**config.mk**
```make
export PLATFORM = sky130hd
export DESIGN_NAME = mcuidt_decode
export DESIGN_NICKNAME = d
export VERILOG_FILES = /design/src/mcuidt_decode.v
export VERILOG_INCLUDE_DIRS = /design/src /design/src/src
export SDC_FILE = /design/constraint.sdc
export NUM_CORES = 1
export LEC_CHECK = 0
export ABC_AREA = 0
export BUFFER_PORTS_ARGS = -buffer_cell sky130_fd_sc_hd__buf_4
export CAP_MARGIN = 0
export CELL_PAD_IN_SITES_DETAIL_PLACEMENT = 1
export CELL_PAD_IN_SITES_GLOBAL_PLACEMENT = 2
export CORE_ASPECT_RATIO = 1.2
export CORE_MARGIN = 10
export CORE_UTILIZATION = 24
export CTS_BUF_LIST = sky130_fd_sc_hd__clkbuf_4
export DETAILED_ROUTE_END_ITERATION = 6
export GPL_TIMING_DRIVEN = 1
export MAX_ROUTING_LAYER = met4
export PLACE_DENSITY = 0.77
export SETUP_SLACK_MARGIN = 0.3
export SLEW_MARGIN = 20
export SYNTH_ARGS = -nofsm -noshare
export SYNTH_HDL_FRONTEND = slang
export SYNTH_SLANG_ARGS = --single-unit
```
**constraint.sdc**
```tcl
create_clock -name clk_sys -period 1.7 [get_ports clk_sys]
set_input_delay 0.085 -clock clk_sys [delete_from_list [all_inputs] [get_ports clk_sys]]
set_output_delay 0.085 -clock clk_sys [all_outputs]
set_load 0.01 [all_outputs]
```
**src/mcuidt_map.vh**
```
// constants for the instruction decode and timing block
`ifndef MCUIDT_MAP_VH
`define MCUIDT_MAP_VH
// instruction groups
`define MCUIDT_GRP_BYTE    2'h0
`define MCUIDT_GRP_BIT     2'h1
`define MCUIDT_GRP_LIT     2'h2
`define MCUIDT_GRP_CTRL    2'h3
// oscillator phase that ends each four-period instruction cycle
`define MCUIDT_OSC_PER_CYC 2'h3
// operand field positions
`define MCUIDT_F_LSB       0
`define MCUIDT_F_MSB       7
`define MCUIDT_A_POS       8
`define MCUIDT_D_POS       9
`define MCUIDT_BIT_LSB     9
`define MCUIDT_BIT_MSB     11
`define MCUIDT_S_POS       0
`define MCUIDT_MM_LSB      0
`define MCUIDT_MM_MSB      1
`define MCUIDT_FSR_LSB     4
`define MCUIDT_FSR_MSB     5
// table pointer modes
`define MCUIDT_TBL_NONE    2'h0
`define MCUIDT_TBL_POSTINC 2'h1
`define MCUIDT_TBL_POSTDEC 2'h2
`define MCUIDT_TBL_PREINC  2'h3
// second word marker in top nibble
`define MCUIDT_WORD2_TAG   4'hf
// execution unit states
`define MCUIDT_ST_EXEC     2'h0
`define MCUIDT_ST_FLUSH    2'h1
`define MCUIDT_ST_WORD2    2'h2
`endif

```
**src/mcuidt_decode.v**
```verilog
// instruction decode and instruction-cycle timing for the 8-bit core
`timescale 1ns/10ps
`default_nettype none
`include "mcuidt_map.vh"

// Notes on behaviour
// (RULE_01) base set plus eight extended instructions
// (RULE_02) one word, four instructions two words
// (RULE_03) split word into opcode and operands
// (RULE_04) classify byte, bit, literal, control
// (RULE_05) d clear to accumulator, set to file
// (RULE_06) bit field picks affected bit
// (RULE_07) literal constant, optional pointer, or none
// (RULE_08) control: address, fast mode, table mode
// (RULE_09) lone second word executes as no-op
// (RULE_10) one cycle; taken or skip adds no-op
// (RULE_11) two-word instructions take two cycles
// (RULE_12) instruction cycle is four oscillator periods
// (RULE_13) taken two-word branch takes three cycles
// (RULE_14) access bit: access bank or bank selector
// (RULE_15) fast select uses shadow copies when set
// (RULE_16) table mode none, post inc/dec, pre-inc
// (RULE_17) flush fetched word after change or skip
module mcuidt_decode (
  // clock and reset
  input  wire        clk_sys,
  input  wire        srst,
  // fetch side
  input  wire [15:0] fetch_word,
  input  wire        fetch_valid,
  // execution feedback
  input  wire        cond_true,
  // instruction cycle timing
  output wire        cycle_strobe,
  output reg  [1:0]  osc_phase_reg,
  output wire        fetch_take,
  // decoded fields
  output reg         instr_valid_reg,
  output reg  [15:0] opcode_word_reg,
  output reg  [15:0] second_word_reg,
  output reg  [1:0]  group_reg,
  output reg         extended_reg,
  output reg         two_word_reg,
  output reg         is_nop_reg,
  output reg  [7:0]  file_addr_reg,
  output reg         dest_to_file_reg,
  output reg         use_bank_selector_reg,
  output reg  [2:0]  bit_num_reg,
  output reg  [7:0]  literal_reg,
  output reg  [1:0]  indirect_pointer_sel_reg,
  output reg         literal_to_pointer_reg,
  output reg         fast_shadow_reg,
  output reg  [1:0]  table_mode_reg,
  output reg         table_access_reg,
  output reg         pc_change_reg,
  output reg         cond_instr_reg,
  // status
  output reg         flush_reg,
  output reg  [1:0]  state_reg
);

  localparam ST_EXEC  = `MCUIDT_ST_EXEC;
  localparam ST_FLUSH = `MCUIDT_ST_FLUSH;
  localparam ST_WORD2 = `MCUIDT_ST_WORD2;

  reg  [1:0] state_next;
  reg  [1:0] grp;
  reg        ext;
  reg        dbl;
  reg        pcchg;
  reg        cnd;
  reg        tbl;
  reg        fast;
  reg        lfsr;
  wire [15:0] w = fetch_word;
  wire        word2_tag = (w[15:12] == `MCUIDT_WORD2_TAG);

  // quarter-rate enable: one instruction cycle per four clocks
  always @(posedge clk_sys) begin
    if (srst)
      osc_phase_reg <= 2'h0;
    else
      osc_phase_reg <= osc_phase_reg + 2'h1; // [RULE_12]
  end
  assign cycle_strobe = (osc_phase_reg == `MCUIDT_OSC_PER_CYC); // [RULE_12]
  assign fetch_take   = cycle_strobe & fetch_valid;

  // combinational classification of the fetched word
  always @* begin
    grp   = `MCUIDT_GRP_BYTE;
    ext   = 1'b0;
    dbl   = 1'b0;
    pcchg = 1'b0;
    cnd   = 1'b0;
    tbl   = 1'b0;
    fast  = 1'b0;
    lfsr  = 1'b0;
    case (w[15:12]) // [RULE_03] [RULE_04]
      4'h0: begin
        if (w[11:8] == 4'h0) begin
          grp = `MCUIDT_GRP_CTRL;
          if (w[7:2] == 6'h02) tbl = 1'b1; // table read/write
          if (w[7:1] == 7'h08) begin
            pcchg = 1'b1; // return-from-interrupt / return
            fast  = w[0];
          end
        end else if (w[11:8] == 4'h1) begin
          grp = `MCUIDT_GRP_LIT; // bank selector move, literal ops
        end else begin
          grp = (w[11:8] >= 4'h8) ? `MCUIDT_GRP_LIT : `MCUIDT_GRP_BYTE;
        end
      end
      4'h1, 4'h2, 4'h3, 4'h4, 4'h5, 4'h6: begin
        grp = `MCUIDT_GRP_BYTE;
        if (w[15:11] == 5'b01100 || w[15:10] == 6'b001011 || w[15:10] == 6'b010011 ||
            w[15:12] == 4'h3 && w[11:10] != 2'b01 && w[11:10] != 2'b10)
          cnd = (w[15:12] != 4'h1) && (w[15:12] != 4'h2) && (w[15:12] != 4'h5);
      end
      4'h7, 4'h8, 4'h9, 4'ha, 4'hb: begin
        grp = `MCUIDT_GRP_BIT;
        cnd = (w[15:12] == 4'ha) || (w[15:12] == 4'hb); // bit test skips
      end
      4'hc: begin
        grp = `MCUIDT_GRP_BYTE;
        dbl = 1'b1; // [RULE_02] file-to-file move
      end
      4'hd: begin
        grp   = `MCUIDT_GRP_CTRL;
        pcchg = 1'b1; // relative branch and call
      end
      4'he: begin
        grp = `MCUIDT_GRP_CTRL;
        if (w[11:8] == 4'he || w[11:8] == 4'hf) begin
          grp   = w[11:9] == 3'h7 && w[8] ? `MCUIDT_GRP_CTRL : `MCUIDT_GRP_LIT;
          dbl   = (w[11:7] == 5'h1c) || (w[11:8] == 4'hf); // [RULE_02]
          lfsr  = (w[11:6] == 6'h38);
          pcchg = (w[11:8] == 4'hf);
          ext   = (w[11:8] == 4'h8) || (w[11:6] != 6'h38) && !w[8]; // [RULE_01]
        end else if (w[11:9] == 3'h6) begin
          dbl   = 1'b1; // absolute call, fast select in bit 8
          pcchg = 1'b1;
          fast  = w[8];
        end else if (w[11:8] == 4'h8) begin
          grp = `MCUIDT_GRP_LIT;
          ext = 1'b1; // [RULE_01] extended pointer arithmetic group
        end else begin
          cnd = 1'b1; // conditional branches
        end
      end
      default: begin
        grp = `MCUIDT_GRP_CTRL; // [RULE_09] lone second word behaves as no-op
      end
    endcase
  end

  // sequencing: flush slot after taken flow change, second-word slot
  always @* begin
    state_next = state_reg;
    case (state_reg)
      ST_EXEC: begin
        if (fetch_take && dbl)
          state_next = ST_WORD2; // [RULE_11]
        else if (fetch_take && (pcchg || (cnd && cond_true)))
          state_next = ST_FLUSH; // [RULE_10] [RULE_17]
      end
      ST_WORD2: begin
        if (fetch_take)
          state_next = (pc_change_reg || (cond_instr_reg && cond_true)) ?
                       ST_FLUSH : ST_EXEC; // [RULE_13]
      end
      ST_FLUSH: begin
        if (fetch_take)
          state_next = ST_EXEC;
      end
      default: state_next = ST_EXEC;
    endcase
  end

  always @(posedge clk_sys) begin
    if (srst) begin
      state_reg                <= ST_EXEC;
      instr_valid_reg          <= 1'b0;
      opcode_word_reg          <= 16'h0000;
      second_word_reg          <= 16'h0000;
      group_reg                <= `MCUIDT_GRP_BYTE;
      extended_reg             <= 1'b0;
      two_word_reg             <= 1'b0;
      is_nop_reg               <= 1'b0;
      file_addr_reg            <= 8'h00;
      dest_to_file_reg         <= 1'b0;
      use_bank_selector_reg    <= 1'b0;
      bit_num_reg              <= 3'h0;
      literal_reg              <= 8'h00;
      indirect_pointer_sel_reg <= 2'h0;
      literal_to_pointer_reg   <= 1'b0;
      fast_shadow_reg          <= 1'b0;
      table_mode_reg           <= `MCUIDT_TBL_NONE;
      table_access_reg         <= 1'b0;
      pc_change_reg            <= 1'b0;
      cond_instr_reg           <= 1'b0;
      flush_reg                <= 1'b0;
    end else begin
      state_reg <= state_next;
      if (fetch_take) begin
        flush_reg       <= 1'b0;
        instr_valid_reg <= 1'b0;
        if (state_reg == ST_FLUSH) begin
          is_nop_reg <= 1'b1; // [RULE_17] discarded prefetch runs as no-op
          flush_reg  <= 1'b1;
        end else if (state_reg == ST_WORD2) begin
          second_word_reg <= w;
          instr_valid_reg <= 1'b1;
          is_nop_reg      <= 1'b0;
        end else begin
          opcode_word_reg          <= w; // [RULE_03]
          group_reg                <= grp; // [RULE_04]
          extended_reg             <= ext;
          two_word_reg             <= dbl;
          is_nop_reg               <= word2_tag; // [RULE_09]
          instr_valid_reg          <= !dbl;
          file_addr_reg            <= w[`MCUIDT_F_MSB:`MCUIDT_F_LSB];
          dest_to_file_reg         <= w[`MCUIDT_D_POS]; // [RULE_05]
          use_bank_selector_reg    <= w[`MCUIDT_A_POS]; // [RULE_14]
          bit_num_reg              <= w[`MCUIDT_BIT_MSB:`MCUIDT_BIT_LSB]; // [RULE_06]
          literal_reg              <= w[7:0]; // [RULE_07]
          indirect_pointer_sel_reg <= w[`MCUIDT_FSR_MSB:`MCUIDT_FSR_LSB]; // [RULE_07]
          literal_to_pointer_reg   <= lfsr;
          fast_shadow_reg          <= fast; // [RULE_15]
          table_mode_reg           <= w[`MCUIDT_MM_MSB:`MCUIDT_MM_LSB]; // [RULE_16]
          table_access_reg         <= tbl; // [RULE_08]
          pc_change_reg            <= pcchg;
          cond_instr_reg           <= cnd;
        end
      end else if (cycle_strobe) begin
        instr_valid_reg <= 1'b0;
      end
    end
  end

endmodule // mcuidt_decode
`default_nettype wire

```
==> results.sh <==
export IMPL_whs_path_depth=3
export IMPL_ys_async_sr_fraction=0
export IMPL_relSlewSlack=0.638
export IMPL_mappedNetlistNets=313
export IMPL_path_max_fanout=7
export IMPL_clockRootBuffer="clkbuf_4"
export IMPL_clock_sinks=48
export IMPL_hp_class="in2reg"
export IMPL_fp_dieW_um=109
export IMPL_fillers=1109
export IMPL_io_buffers=94
export IMPL_detail_route_wl_per_cell_um=17.9
export IMPL_diodes=0
export IMPL_skew_ps=8.84
export IMPL_fin_tns_setup_ps=0
export IMPL_num_vias=2295
export IMPL_worstRegToRegCells=5
export IMPL_rows=38
export IMPL_synth_edff_count=0
export IMPL_start_util=0.248
export IMPL_cts_buffers_inserted=5
export IMPL_hold_path_endpoint="second_word_reg[11]"
export IMPL_grt_pass1_vias=2414
export IMPL_yosysTopAreaCell="dfxtp_1"
export IMPL_dieArea_um2=13800
export IMPL_p_leak_nw=1.35
export IMPL_critPathLaunchType="flip-flop"
export IMPL_finalMaxSlewViolations=0
export IMPL_die_h_um=127
export IMPL_final_util=0.361
export IMPL_power_density_nw_per_um2=600
export IMPL_finalInstanceArea_um2=3310
export IMPL_endpoint_kind="flip-flop"
export IMPL_synthFlopType="dfxtp_1"
export IMPL_ys_seq_elements=48
export IMPL_setup_violations=0
export IMPL_yosysSeqAreaShare=0.422
export IMPL_worst_pin_slew_ps=543
export IMPL_rrSetupSlack_ps=250
export IMPL_track_usage=0.125
export IMPL_hold_viol=0
export IMPL_fmax_mhz=690
export IMPL_dp_hpwl_um=6120
export IMPL_r2r_end="cond_instr_reg"
export IMPL_worst_slack_ps=251
export IMPL_nets=399
export IMPL_r2r_start="state_reg[1]"
export IMPL_yosysTopAreaCellShare=0.422
export IMPL_yosysUniqueCellTypes=49
export IMPL_drc=0
export IMPL_avgSynthCellArea_um2=7.89
export IMPL_whs_ps=11.0
export IMPL_antenna_found_initial=0
export IMPL_status="finished clean"
export IMPL_synth_area_top_cells="dfxtp_1, nand2_1, buf_4"
export IMPL_cts_max_path_buffers=2
export IMPL_dpl_cell_area_um2=2980
export IMPL_final_antenna_net_count=0
export IMPL_gr_total_overflow=0
export IMPL_drtIter0Drc=136
export IMPL_drt_pass1_iterations=4
export IMPL_htreeDepth=2
export IMPL_multi_input_comb_area_um2=1110
export IMPL_routed_wl_um=8860
export IMPL_post_route_min_period_ps=1450
export IMPL_cts_tree="yes"
export IMPL_post_place_ws_ps=33.6
export IMPL_coreArea_um2=9180
export IMPL_synthCells=289
export IMPL_yosys_warnings=0
export IMPL_vdd_drop_max_uv=243
export IMPL_layout_area_seq_um2=971
export IMPL_ios=95
export IMPL_grt_pass1_wl_um=13400
export IMPL_area_growth_pct=45.2
export IMPL_period_share=0.852
export IMPL_rsz0062_at_grt="yes"
export IMPL_synthesis_area_um2=2280
export IMPL_hp_start="fetch_word[11]"
export IMPL_clk_latency_ps=370
export IMPL_arrival_ps=1750
export IMPL_grt_max_degree=49
export IMPL_cap_violations=0
export IMPL_avgViaCountPerCell=4.64
export IMPL_gp_congestion=0.779
export IMPL_criticalPathCategory="reg2reg"
export IMPL_cp_required_ps=2000
export IMPL_drive_gt1_frac=0.384
export IMPL_clkTransAtPathRegs_ps=130
[cell usage in the layout, fill, tap and decap left out, types with 2 or more instances in the layout]
cell type and n:
buf_12 2, ha_4 2, inv_4 2, dfxtp_1 44, nor4_1 3, a21oi_1 36
a21o_1 2, inv_1 4, dfxtp_2 2, nor2_4 2, and2_1 2, dfxtp_4 2
a311oi_1 3, nand4b_1 2, nand2_1 70, buf_6 3, ha_2 2, nor3_1 5
nor3b_1 2, nor2b_1 3, nand2b_1 2, clkbuf_4 5, dlygate4sd3_1 10, nor2_1 12
o21ai_0 6, clkinv_1 2, buf_4 107, and2_4 2, a211oi_1 3
[cells in the mapped netlist, types with 2 or more instances]
library cell	instances
nor2_1	14
nor4_1	3
nand4b_1	2
a21oi_1	37
nand2_1	71
o21ai_0	6
inv_1	7
buf_6	2
a211oi_1	3
nor2b_1	3
a21o_1	2
dfxtp_1	48
clkbuf_1	16
a311oi_1	3
nand2b_1	2
nor3b_1	2
nor3_1	5
buf_2	3
ha_1	4
buf_4	25
and2_1	3
[cells by family after synthesis]
kind of cell,Yosys count,share of synthesized area
buf+inv,53,0.137
xor+xnor,1,0.00384
simple gates,117,0.238
compound gates,66,0.178
fa+ha+maj,4,0.0220
flops,48,0.422
[worst max-delay path: stages, from the launching register on]
cell     delay [ps]
dfxtp_2         390
inv_4            50
ha_4            260
or2_4           280
a221o_1         280
a21oi_1         130
[how the worst max path moves through the flow]
stage / startpoint / end / slack (ps) / cells after the start
6_report: state_reg[1] / cond_instr_reg / 250 / 5
3_3_place_gp: fetch_word[12] / state_reg[0] / 90 / 6
4_1_cts: state_reg[1] / cond_instr_reg / 240 / 5
2_1_floorplan: fetch_word[15] / state_reg[0] / 200 / 7
5_1_grt: state_reg[1] / cond_instr_reg / 200 / 5
3_5_place_dp: fetch_word[12] / state_reg[0] / 30 / 6
[power by group]
| group | switching [mW] | internal, mW |
|---|---|---|
| clock | 0.368 | 0.145 |
| combinational | 0.165 | 0.150 |
| sequential | 0.0152 | 1.14 |
| total | 0.548 | 1.44 |
[layout make-up]
| class | count | area share |
|---|---|---|
| clock buffer | 5 | 0.0113 |
| clock inverter | 2 | 0.00227 |
| inverter | 7 | 0.0106 |
| multi-input combinational | 190 | 0.334 |
| sequential | 48 | 0.293 |
| tap | 120 | 0.0454 |
| timing repair buffer | 123 | 0.303 |
[per-layer routing]
layer / GRT usage / vias up / wire, um
li1: - / 1120 / -
met2: 0.207 / 62 / 4490
met5: - / - / 0
met4: 0.0311 / 0 / 131
met3: 0.0405 / 9 / 587
met1: 0.141 / 1104 / 3650
[stage by stage]
stage          std cells  total power, mW
2_1_floorplan        289             1.33
6_report             495             1.99
3_3_place_gp         463             1.45
5_1_grt              495             2.11
4_1_cts              486             2.00
3_5_place_dp         463             1.45
[what timing repair did]
action | in CTS | in global routing
gates cloned | 1 | 2
endpoints found under the setup margin | 24 | 44
resized for setup | 2 | 12
hold buffers | 9 | 1
pin swaps | 4 | 5
setup buffers | 6 | 6
hold endpoints to repair | 17 | 1
No activity file was read; power rests on OpenSTA's default activity.
